### src/rtl/fan_lut_pkg.sv
// package: register indices, reset values, bit positions and carriers for the lut entry bank
package fan_lut_pkg;

  ////////////////////////////////////////////////////////////////////////////
  // register indices (byte address is four times the index)
  localparam logic [9:0] IDX_LUT_CTRL        = 10'h04A;
  localparam logic [9:0] IDX_LUT_TEMP_OFFSET = 10'h04E;
  localparam logic [9:0] IDX_LIMIT_FIVE      = 10'h058;
  localparam logic [9:0] IDX_DUTY_FIVE       = 10'h059;
  localparam logic [9:0] IDX_LIMIT_SIX       = 10'h05A;
  localparam logic [9:0] IDX_DUTY_SIX        = 10'h05B;
  localparam logic [9:0] IDX_LUT_MODE        = 10'h060;
  localparam logic [9:0] IDX_LUT_STATUS      = 10'h061;

  ////////////////////////////////////////////////////////////////////////////
  // reset values
  localparam logic [7:0] RST_LIMIT       = 8'h7F;
  localparam logic [7:0] RST_DUTY        = 8'h3F;
  localparam logic [7:0] RST_TEMP_OFFSET = 8'h00;
  localparam logic [7:0] RST_LUT_CTRL    = 8'h00;
  localparam logic [7:0] RST_LUT_MODE    = 8'h00;

  ////////////////////////////////////////////////////////////////////////////
  // field positions
  localparam int CTRL_LUT_WE_BIT     = 5;
  localparam int MODE_TEMP_HIRES_BIT = 0;
  localparam int MODE_DUTY_HIRES_BIT = 1;
  localparam int MODE_FREQ_22K5_BIT  = 2;
  localparam int LIMIT_HALF_BIT      = 7;
  localparam int DUTY_BASE_MSB       = 5;

  ////////////////////////////////////////////////////////////////////////////
  // carriers
  typedef struct packed {
    logic        cyc;
    logic        stb;
    logic        we;
    logic [11:0] adr;
    logic [3:0]  sel;
    logic [31:0] dat;
  } wb_req_t;

  typedef struct packed {
    logic [7:0] deg;
    logic       half;
  } temp_reading_t;

  ////////////////////////////////////////////////////////////////////////////
  // masking shared by storage and selection
  function automatic logic [7:0] limit_mask(input logic [7:0] v, input logic hires);
    limit_mask = hires ? v : {1'b0, v[6:0]};
  endfunction

  function automatic logic [7:0] duty_mask(input logic [7:0] v, input logic ext_on);
    duty_mask = ext_on ? v : {2'b00, v[DUTY_BASE_MSB:0]};
  endfunction

endpackage

### src/rtl/fan_lut_entry_registers.sv
// lut entries five and six with wishbone slave, mode control and duty selection
//
// The Wishbone slave port is this design's own decision.
`timescale 1ns/1ns
// Function
// - lut entry registers only take a written value while the lut write enable bit 5 is one.
// - in low resolution temperature mode bit 7 of each limit entry is held at zero.
// - in high resolution temperature mode bit 7 adds a half degree, compared on nine bits.
// - in low resolution temperature mode the limit is whole degrees, compared on eight bits.
// - a reading above the fifth limit but not above the sixth selects the fifth duty entry.
// - a reading above the sixth limit selects the sixth duty entry.
// - limits are unsigned, the sign bit is taken as zero and software writes no negatives.
// - the table temperature offset register is added to each limit to reach higher values.
// - in low resolution duty mode bits 7:6 of each duty entry are held at zero.
// - in high resolution duty mode bits 7:6 and 5:0 form the full eight-bit duty.
// - the extended duty bits only take effect while the 22.5 kHz pwm rate is selected.
// - in low resolution duty mode bits 5:0 of the fifth duty entry are its duty value.
module fan_lut_entry_registers
(
  input  wire logic                       i_sys_clk,
  input  wire logic                       i_reset_n,
  input  wire fan_lut_pkg::wb_req_t       i_wb,
  input  wire fan_lut_pkg::temp_reading_t i_temp,
  input  wire logic                       i_conv_done,
  output logic                            o_wb_ack,
  output logic [31:0]                     o_wb_dat,
  output logic [7:0]                      o_pwm_duty,
  output logic                            o_duty_valid
);
  import fan_lut_pkg::*;

  ////////////////////////////////////////////////////////////////////////////
  // reset release
  logic rst_meta_reg;
  logic rst_n_sync;

  // release is synchronised so every flop on rst_n_sync leaves reset on the same edge
  always_ff @(posedge i_sys_clk or negedge i_reset_n)
  begin
    if (!i_reset_n)
    begin
      rst_meta_reg <= 1'b0;
      rst_n_sync   <= 1'b0;
    end
    else
    begin
      rst_meta_reg <= 1'b1;
      rst_n_sync   <= rst_meta_reg;
    end
  end

  ////////////////////////////////////////////////////////////////////////////
  // storage
  logic [7:0]  ctrl_reg;
  logic [7:0]  offset_reg;
  logic [7:0]  mode_reg;
  logic [7:0]  lim5_reg;
  logic [7:0]  duty5_reg;
  logic [7:0]  lim6_reg;
  logic [7:0]  duty6_reg;
  logic        ack_reg;
  logic [31:0] dat_reg;
  logic [7:0]  pwm_reg;
  logic        valid_reg;
  logic        exc5_reg;
  logic        exc6_reg;

  ////////////////////////////////////////////////////////////////////////////
  // bus decode
  wire  [9:0] word_idx  = i_wb.adr[11:2];
  wire  [7:0] wdat      = i_wb.dat[7:0];
  wire        bus_req   = i_wb.cyc & i_wb.stb & ~ack_reg;
  // a write lands on the edge at which the master samples ack, never before it
  wire        wr_strobe = i_wb.cyc & i_wb.stb & ack_reg & i_wb.we & i_wb.sel[0];

  wire        hit_ctrl  = word_idx == IDX_LUT_CTRL;
  wire        hit_off   = word_idx == IDX_LUT_TEMP_OFFSET;
  wire        hit_mode  = word_idx == IDX_LUT_MODE;
  wire        hit_stat  = word_idx == IDX_LUT_STATUS;
  wire        hit_lim5  = word_idx == IDX_LIMIT_FIVE;
  wire        hit_duty5 = word_idx == IDX_DUTY_FIVE;
  wire        hit_lim6  = word_idx == IDX_LIMIT_SIX;
  wire        hit_duty6 = word_idx == IDX_DUTY_SIX;

  ////////////////////////////////////////////////////////////////////////////
  // mode decode
  wire lut_wr_en   = ctrl_reg[CTRL_LUT_WE_BIT];
  wire temp_hires  = mode_reg[MODE_TEMP_HIRES_BIT];
  wire duty_hires  = mode_reg[MODE_DUTY_HIRES_BIT];
  wire freq_22k5   = mode_reg[MODE_FREQ_22K5_BIT];
  // extended duty bits need both the mode and the 22.5 kHz rate
  wire duty_ext_on = duty_hires & freq_22k5;
  // entries are read-only unless the lut write enable is set
  wire wr_lut      = wr_strobe & lut_wr_en;

  ////////////////////////////////////////////////////////////////////////////
  // next values
  logic [7:0] ctrl_next;
  logic [7:0] offset_next;
  logic [7:0] mode_next;
  logic [7:0] lim5_next;
  logic [7:0] duty5_next;
  logic [7:0] lim6_next;
  logic [7:0] duty6_next;

  assign ctrl_next   = (wr_strobe & hit_ctrl) ? (wdat & 8'h20) : ctrl_reg;
  assign offset_next = (wr_strobe & hit_off) ? wdat : offset_reg;
  assign mode_next   = (wr_strobe & hit_mode) ? (wdat & 8'h07) : mode_reg;

  // masking runs every cycle, so a mode drop also clears bits already stored
  assign lim5_next  = limit_mask((wr_lut & hit_lim5) ? wdat : lim5_reg,
                                 temp_hires);
  assign lim6_next  = limit_mask((wr_lut & hit_lim6) ? wdat : lim6_reg,
                                 temp_hires);
  assign duty5_next = duty_mask((wr_lut & hit_duty5) ? wdat : duty5_reg,
                                duty_ext_on);
  assign duty6_next = duty_mask((wr_lut & hit_duty6) ? wdat : duty6_reg,
                                duty_ext_on);

  always_ff @(posedge i_sys_clk or negedge rst_n_sync)
  begin
    if (!rst_n_sync)
    begin
      ctrl_reg   <= RST_LUT_CTRL;
      offset_reg <= RST_TEMP_OFFSET;
      mode_reg   <= RST_LUT_MODE;
      lim5_reg   <= RST_LIMIT;
      duty5_reg  <= RST_DUTY;
      lim6_reg   <= RST_LIMIT;
      duty6_reg  <= RST_DUTY;
    end
    else
    begin
      ctrl_reg   <= ctrl_next;
      offset_reg <= offset_next;
      mode_reg   <= mode_next;
      lim5_reg   <= lim5_next;
      duty5_reg  <= duty5_next;
      lim6_reg   <= lim6_next;
      duty6_reg  <= duty6_next;
    end
  end

  ////////////////////////////////////////////////////////////////////////////
  // read path
  wire [31:0] status_word = {15'h0000, valid_reg, pwm_reg, 6'h00, exc6_reg, exc5_reg};
  wire [31:0] rd_data =
      hit_ctrl  ? {24'h000000, ctrl_reg}   :
      hit_off   ? {24'h000000, offset_reg} :
      hit_mode  ? {24'h000000, mode_reg}   :
      hit_stat  ? status_word              :
      hit_lim5  ? {24'h000000, lim5_reg}   :
      hit_duty5 ? {24'h000000, duty5_reg}  :
      hit_lim6  ? {24'h000000, lim6_reg}   :
      hit_duty6 ? {24'h000000, duty6_reg}  :
                  32'h00000000;

  // one wait state; unmapped words read zero and still get ack
  always_ff @(posedge i_sys_clk or negedge rst_n_sync)
  begin
    if (!rst_n_sync)
    begin
      ack_reg <= 1'b0;
      dat_reg <= 32'h00000000;
    end
    else
    begin
      ack_reg <= bus_req;
      dat_reg <= bus_req ? rd_data : 32'h00000000;
    end
  end

  ////////////////////////////////////////////////////////////////////////////
  // limit comparison and duty selection
  logic exceed5;
  logic exceed6;

  fan_lut_limit_compare u_cmp_five
  (
    .i_hires    (temp_hires),
    .i_limit    (lim5_reg),
    .i_offset   (offset_reg),
    .i_temp     (i_temp),
    .o_exceeded (exceed5)
  );

  fan_lut_limit_compare u_cmp_six
  (
    .i_hires    (temp_hires),
    .i_limit    (lim6_reg),
    .i_offset   (offset_reg),
    .i_temp     (i_temp),
    .o_exceeded (exceed6)
  );

  // low resolution or no 22.5 kHz rate keeps bits 5:0 only, high resolution at 22.5 kHz the full byte
  wire [7:0] duty5_eff = duty_mask(duty5_reg, duty_ext_on);
  wire [7:0] duty6_eff = duty_mask(duty6_reg, duty_ext_on);

  // entry six outranks five; with neither exceeded the duty is zero
  wire [7:0] pwm_next =
      exceed6 ? duty6_eff :
      exceed5 ? duty5_eff :
                8'h00;

  // result held between conversions so the fan does not chase a moving reading
  always_ff @(posedge i_sys_clk or negedge rst_n_sync)
  begin
    if (!rst_n_sync)
    begin
      pwm_reg   <= 8'h00;
      valid_reg <= 1'b0;
      exc5_reg  <= 1'b0;
      exc6_reg  <= 1'b0;
    end
    else if (i_conv_done)
    begin
      pwm_reg   <= pwm_next;
      valid_reg <= exceed5 | exceed6;
      exc5_reg  <= exceed5;
      exc6_reg  <= exceed6;
    end
  end

  assign o_wb_ack     = ack_reg;
  assign o_wb_dat     = dat_reg;
  assign o_pwm_duty   = pwm_reg;
  assign o_duty_valid = valid_reg;
endmodule

### src/rtl/fan_lut_limit_compare.sv
// one lut entry: offset-adjusted limit compared against the remote reading
`timescale 1ns/1ns
module fan_lut_limit_compare
(
  input  wire logic                       i_hires,
  input  wire logic [7:0]                 i_limit,
  input  wire logic [7:0]                 i_offset,
  input  wire fan_lut_pkg::temp_reading_t i_temp,
  output logic                            o_exceeded
);
  import fan_lut_pkg::*;

  logic [9:0] limit_half_units;
  logic [9:0] temp_half_units;
  logic [8:0] limit_deg;
  logic [8:0] temp_deg;
  logic       exc_hires;
  logic       exc_lores;

  // sign bit taken as zero: the entry is zero-extended, never sign-extended
  // offset widens the reach beyond the 7-bit field
  assign limit_half_units = {2'b00, i_limit[6:0], i_limit[LIMIT_HALF_BIT]}
                          + {1'b0, i_offset, 1'b0};
  assign temp_half_units  = {1'b0, i_temp.deg, i_temp.half};
  // high resolution: nine bits of the reading, half-degree step
  assign exc_hires        = temp_half_units > limit_half_units;

  assign limit_deg        = {2'b00, i_limit[6:0]} + {1'b0, i_offset};
  assign temp_deg         = {1'b0, i_temp.deg};
  // low resolution: eight bits of the reading, whole degrees
  assign exc_lores        = temp_deg > limit_deg;

  assign o_exceeded       = i_hires ? exc_hires : exc_lores;

endmodule

### config.mk
export PLATFORM = sky130hd
export DESIGN_NAME = fan_lut_entry_registers
export DESIGN_NICKNAME = d
export VERILOG_FILES = /design/src/rtl/fan_lut_pkg.sv /design/src/rtl/fan_lut_entry_registers.sv /design/src/rtl/fan_lut_limit_compare.sv
export SDC_FILE = /design/constraint.sdc
export NUM_CORES = 1
export LEC_CHECK = 0
export BUFFER_PORTS_ARGS = -buffer_cell sky130_fd_sc_hd__buf_2
export CAP_MARGIN = 40
export CELL_PAD_IN_SITES_DETAIL_PLACEMENT = 0
export CELL_PAD_IN_SITES_GLOBAL_PLACEMENT = 2
export CORE_ASPECT_RATIO = 2
export CORE_MARGIN = 2
export CORE_UTILIZATION = 35
export DETAILED_ROUTE_END_ITERATION = 10
export PLACE_DENSITY = 0.81
export SLEW_MARGIN = 5
export SYNTH_ARGS = -nofsm -noshare
export SYNTH_HDL_FRONTEND = slang
export SYNTH_HIERARCHICAL = 1
export SYNTH_SLANG_ARGS = --single-unit
export TNS_END_PERCENT = 50
### constraint.sdc
create_clock -name i_sys_clk -period 3.2 [get_ports i_sys_clk]
set_clock_uncertainty 0.1 [all_clocks]
set_input_delay 0.64 -clock i_sys_clk [delete_from_list [all_inputs] [get_ports i_sys_clk]]
set_output_delay 0.64 -clock i_sys_clk [all_outputs]
set_load 0.02 [all_outputs]
### Word level (Yosys, flattened, before mapping)

Index checks and enable logic that the tools add are counted.

* memories: 0
* bits of input ports: 63
* logic and storage cells: 78
* latch bits: 0
* output and inout port bits: 42
* memory bits (read-only): 0
* flip-flop bits (word level): 75
* memory bits (writable): 0

* multiply operators: 0
* mux-type cells: 23
* add/sub/neg operators: 4
* divide/modulo/power cells: 0
* bitwise logic cells: 16
* reduce and logical (&&, ||, !) cells: 0
* order comparisons: 4
* eq/ne operators: 12
* shift-type cells: 0

Operator list (number)
* $mux W8: 16
* $mux W17: 5
* $eq A10 B7 Y1 const B: 8
* $add A8 B9 Y10: 2
* $gt A9 B10 Y1: 2
* $add A7 B8 Y9: 2
* $gt A8 B9 Y1: 2
* $and A1 B1 Y1: 14
* $ne A2 B1 Y1 const B: 4
* $mux W1: 2
* $not A1 Y1: 1
* $or A1 B1 Y1: 1

### Logic depth before layout (Yosys ltp)

* depth after elaboration: 10
* mapped depth: 19
* gate-level depth less buffers: 18

### Modules after synthesis

The synthesis kept the hierarchy.

By module, submodules not included
* fan_lut_entry_registers: area each 3603.5 µm², seq. area each 1909.3 µm², instances 1, cells an instance 310
* fan_lut_limit_compare at u_cmp_six: area each 561.8 µm², seq. area each 0.0 µm², instances 1, cells an instance 68
* fan_lut_limit_compare at u_cmp_five: area each 548.0 µm², seq. area each 0.0 µm², instances 1, cells an instance 69

### Worst setup path after synthesis

No wires, ideal clock.

* kind: reg2reg
* start: reg lim6_reg[0]
* end: reg exc6_reg
* required time: 2.975 ns
* period minus slack after synthesis: 3.628 ns
* cell stages (with the launch flop): 16
* path buffers: 2
* arrival time: 3.404 ns
* setup slack: -0.428 ns
* cell sequence: dfstp_2 > ha_1 > inv_1 > fa_1 > nor2b_4 > o31a_1 > nor4_1 > a2111oi_1 > ha_1 > a21o_1 > a211oi_1 > o211ai_1 > and3_1 > clkbuf_1 > clkbuf_1 > mux2_2

* longest elaborated chain between the ends: 3

Ends and longest elaborated chain
* start, declared: RTL line fan_lut_entry_registers.sv:59 `logic [7:0] lim6_reg;`
* start signal, assigned: RTL line fan_lut_entry_registers.sv:139 `lim6_reg <= lim6_next;`
* $add A8 B9 Y10 / $add A7 B8 Y9 (equally long branches): RTL line fan_lut_limit_compare.sv:23, fan_lut_limit_compare.sv:28
* $gt A9 B10 Y1 / $gt A8 B9 Y1 (equally long branches): RTL line fan_lut_limit_compare.sv:26, fan_lut_limit_compare.sv:31
* $mux W1 *: RTL line fan_lut_limit_compare.sv:33 `assign o_exceeded = i_hires ? exc_hires : exc_lores;`
* named net exceed6: RTL line fan_lut_entry_registers.sv:176 `logic exceed6;`
* end signal, assigned: RTL line fan_lut_entry_registers.sv:214 `exc6_reg <= 1'b0;`
* end signal, assigned: RTL line fan_lut_entry_registers.sv:221 `exc6_reg <= exceed6;`
* end, declared: RTL line fan_lut_entry_registers.sv:66 `logic exc6_reg;`

Mark *: on every way through the listed nets, which the timed path passes. The rest lies on a longest branch.
A chain may end at the register's enable or synchronous reset.

### Worst setup path in the final report

Ends and elaborated chain as after synthesis.

==> flow_results.org <==
** Clock tree
- After clock tree synthesis, the clock-pin slew on the worst setup and hold paths is 0.06 ns.
- The clock passes through at most 2 buffers.
- Clock root cell :: sky130_fd_sc_hd__clkbuf_16
- CTS tree :: done
- TritonCTS created 9 clock buffers.
- Clock insertion delay at the later pin of the skew report :: 0.34 ns
- H-tree depth reported by CTS :: 3
- Number of sinks handled by clock tree synthesis :: 75

** Critical path
- The worst register-to-register path begins at lim6_reg[0]$_DFFE_PN1P_.
- For the worst flop-to-flop path, the logic depth is 14.
- Cell chain of the critical path :: ha_4 > inv_2 > fa_2 > nor2b_4 > o31a_1 > nor4_1 > a2111oi_4 > ha_1 > a21o_1 > a211oi_2 > o211ai_1 > and3_4 > buf_12 > mux2_4
- The setup path with the least slack is of type reg2reg.
- Critical Path Stages :: 14
- Worst-path cell with the longest stage delay :: sky130_fd_sc_hd__dfstp_2
- FF-to-FF setup slack :: -0.27 ns
- STA classifies the critical path startpoint as a flop.
- Nature of the critical path endpoint :: flop
- CP Capture Point :: exc6_reg$_DFFE_PN0P_
- STA puts the critical path data required time at 3.32 ns.
- The worst register-to-register path ends at exc6_reg$_DFFE_PN0P_.
- Cell type group with the largest total delay on the critical path :: compound AO/OA/AOI/OAI gates
- Worst setup path startpoint :: lim6_reg[0]$_DFFE_PN1P_
- Arrival time at the worst endpoint :: 3.59 ns
- Bufs and invs on worst path :: 2
- Max incr delay on CP :: 0.55 ns
- Along the worst path, the maximum fanout reaches 9.

** Die
- The die is 86.1 um wide.
- The die covers 14500 um^2.
- After floorplanning, the core was sized to cover 13300 um^2.
- Initial core utilization :: 0.355
- Vert. Die Dim :: 168 um
- 105 I/O pins were placed.
- Std cell rows :: 60

** Final layout
- Of the cells placed in the final design, the portion with a size suffix greater than 1 is 0.426.
- Total non-filler cell area in the finished layout :: 5930 um^2
- Diode insertion count for antenna repair :: 0
- The library cell used most frequently in the layout, excluding fill and tap cells, is sky130_fd_sc_hd__buf_2.
- The register with the most flip-flops in the layout has 17 of them.
- After the flow finishes, the layout carries non-filler instances totaling 709.
- Layout-stage area growth over the synthesis result :: 25.8%
- In the layout the commonest cells are sky130_fd_sc_hd__buf_2, sky130_fd_sc_hd__dfrtp_1, sky130_fd_sc_hd__mux2_2, sky130_fd_sc_hd__buf_4, sky130_fd_sc_hd__ha_1.
- After the last flow step, the layout net total stands at 648.

** GRT
- Via count of the first global-routing pass :: 3757
- Largest net degree at the start of global routing :: 41
- The number of antenna violations at the first check in global routing is 0.
- The first global-routing pass estimated 19900 um of wire.
- Global routing finished with a remaining overflow of 0.
- Global routing usage summed across all routing layers :: 0.181

** Run
- Max-capacitance violation count :: 0

** Timing
- Max Fclk :: 0.288 GHz
- The tightest hold path in the finished design has a slack of 0.239 ns.
- Post-layout min period :: 3.47 ns
- Share of the cycle needed by the critical path after routing :: 1.08
- Final setup viols :: 11
- The max-slew violation count is 0.
- Worst Tran Pin Value :: 0.761 ns
- Setup slack on the critical path of the routed design comes to -0.266 ns.
- Hold Violations, Final :: 0
- Measured against its own limit, the worst slew margin works out to 0.493.
- Setup repair after global routing could not meet its margin everywhere.

** Drt
- In the routed design, unresolved DRC markers number 0.
- Before antenna repair, the detailed router went through 4 iterations.
- Number of antenna-violating nets in the routed design :: 0
- Routed wire length per instance :: 17.6 um
- The final route contains 3701 vias.
- Dividing the detail-routed via count by the number of cells gives 5.22.
- Overall routed net length :: 12500 um
- Number of violations reported at the end of detailed-routing iteration 0 :: 176

** Place
- Once detailed placement completed, the half-perimeter wirelength came to 9510 um.
- Summing all placed instances gives a cell area of 5470 um^2.
- Routability Congestion :: 0.917
- Once placement completed, the tool counted placed cells totaling 690.
- During placement, the flow inserted port buffers numbering 60.
- Pre-CTS setup slack :: -0.450 ns

** Pwr
- In this run the power density over the cells is 375 nW/um^2.
- For this design the static power due to leakage is 2.73 nW.
- IR analysis of the VDD net gives a maximum drop of 0.000279 V.
- The completed layout was analyzed and its total power is 2.22 mW.

** Outcome
- The run finished, with violations left.
- Failing checks :: negative setup slack

** Yosys
- Of the post-synthesis cell area, the dominant cell type holds 0.260.
- During synthesis, Yosys emitted a total of 6 warnings.
- sky130_fd_sc_hd__dfrtp_1 takes more of the synthesized area than any other cell.
- Ys async rst share :: 1.00
- The synthesized design contains 75 register bits.
- Gate count after technology mapping :: 447
- For this run, the leading register cell type out of synthesis is sky130_fd_sc_hd__dfrtp_1.
- Sequential fraction of the synthesis area :: 0.405
- Yosys attributes the largest share of cell area to sky130_fd_sc_hd__dfrtp_1, sky130_fd_sc_hd__dfstp_2, sky130_fd_sc_hd__mux2_2.
- Counting flops with a built-in enable in the synthesized netlist gives 0.
- Synthesized area divided by synthesized cell count :: 10.5 um^2
- Yosys cell types :: 68
- Post-synthesis cell area :: 4710 um^2

** Hold path
- Class of the tightest hold or removal check :: reg2async
[how the worst min path moves through the flow]
stage                           startpoint                     end  slack (ns)  cells after the start
finish                rst_n_sync$_DFF_PN0_  o_wb_dat[16]$_DFF_PN0_        0.24                      0
global route        rst_meta_reg$_DFF_PN0_    rst_n_sync$_DFF_PN0_        0.27                      0
CTS                 rst_meta_reg$_DFF_PN0_    rst_n_sync$_DFF_PN0_        0.25                      0
detailed placement  rst_meta_reg$_DFF_PN0_    rst_n_sync$_DFF_PN0_        0.24                      0
global placement    rst_meta_reg$_DFF_PN0_    rst_n_sync$_DFF_PN0_        0.24                      0
floorplan           rst_meta_reg$_DFF_PN0_    rst_n_sync$_DFF_PN0_        0.23                      0
[logic make-up (layout without fill, tap and decap cells)]
| kind of cell | Yosys count | count (layout) | synth area share |
|---|---|---|---|
| and+or+nand+nor | 128 | 128 | 0.162 |
| AOI/OAI and AO/OA | 88 | 88 | 0.127 |
| DFF | 75 | 75 | 0.405 |
| buffers and inverters | 57 | 150 | 0.0592 |
| muxes | 52 | 52 | 0.130 |
| adders and majority gates | 36 | 36 | 0.0988 |
| xor gates and xnor gates | 9 | 9 | 0.0167 |
| other | 2 | 16 | 0.00159 |
[power by group]
part,switching (mW),leakage (nW),total (mW),internal (mW)
clock,0.414,0.148,1.04,0.625
sequential,0.0157,0.927,0.977,0.962
combinational,0.129,1.65,0.209,0.0793
[cell usage after synthesis, types with 4 or more instances]
library cell / n
sky130_fd_sc_hd__dfstp_2: 26
sky130_fd_sc_hd__a21oi_1: 29
sky130_fd_sc_hd__buf_4: 16
sky130_fd_sc_hd__nor3_1: 5
sky130_fd_sc_hd__ha_1: 34
sky130_fd_sc_hd__o31ai_1: 4
sky130_fd_sc_hd__mux2i_1: 7
sky130_fd_sc_hd__and3_1: 6
sky130_fd_sc_hd__nand2b_1: 5
sky130_fd_sc_hd__inv_1: 28
sky130_fd_sc_hd__nor2_1: 29
sky130_fd_sc_hd__dfrtp_1: 49
sky130_fd_sc_hd__and2_1: 12
sky130_fd_sc_hd__mux2_2: 42
sky130_fd_sc_hd__nand4_1: 12
sky130_fd_sc_hd__nand2_1: 24
sky130_fd_sc_hd__o21ai_0: 14
sky130_fd_sc_hd__nand3_1: 9
sky130_fd_sc_hd__clkbuf_1: 7
sky130_fd_sc_hd__o211ai_1: 5
sky130_fd_sc_hd__nor2b_1: 4
sky130_fd_sc_hd__xor2_1: 6
sky130_fd_sc_hd__o32ai_1: 4
[worst reg2reg max path, stage by stage, from the launching register on]
cell and delay [ns]:
sky130_fd_sc_hd__dfstp_2 0.55, sky130_fd_sc_hd__ha_4 0.14, sky130_fd_sc_hd__inv_2 0.03, sky130_fd_sc_hd__fa_2 0.36, sky130_fd_sc_hd__nor2b_4 0.12, sky130_fd_sc_hd__o31a_1 0.19, sky130_fd_sc_hd__nor4_1 0.10, sky130_fd_sc_hd__a2111oi_4 0.30
sky130_fd_sc_hd__ha_1 0.30, sky130_fd_sc_hd__a21o_1 0.19, sky130_fd_sc_hd__a211oi_2 0.21, sky130_fd_sc_hd__o211ai_1 0.11, sky130_fd_sc_hd__and3_4 0.24, sky130_fd_sc_hd__buf_12 0.16, sky130_fd_sc_hd__mux2_4 0.26
[what timing repair did]
| item | CTS | global route |
|---|---|---|
| hold buffers | 1 | 0 |
| setup endpoints to repair | 11 | 11 |
| gates cloned | 1 | 0 |
| hold endpoints to repair | 2 | 0 |
| resized for setup | 27 | 1 |
| setup buffers | 1 | 0 |
| pin swaps | 14 | 2 |
[metal layers]
| layer | track usage | vias up | routed length (um) |
|---|---|---|---|
| li1 | - | 1805 | - |
| met4 | 0.0628 | 0 | 398 |
| met2 | 0.310 | 82 | 6390 |
| met5 | 0 | - | 0 |
| met3 | 0.0314 | 23 | 476 |
| met1 | 0.225 | 1791 | 5190 |
[cell type report]
class                      count  area (um^2)
clock inverter                 6         65.1
multi-input combinational    329         2710
timing repair buffer         106          706
sequential                    75         1910
fill                        1303         7360
clock buffer                  10          239
inverter                      28          105
tap                          155          194
[per-stage QoR]
step           TNS [ns]  utilization
5_1_grt           -4.54        0.446
3_3_place_gp      -4.20        0.412
3_5_place_dp      -4.41        0.412
2_1_floorplan     -2.63            -
4_1_cts           -2.43        0.446
6_report          -2.56        0.446
Power figures use the tool's default switching activity.
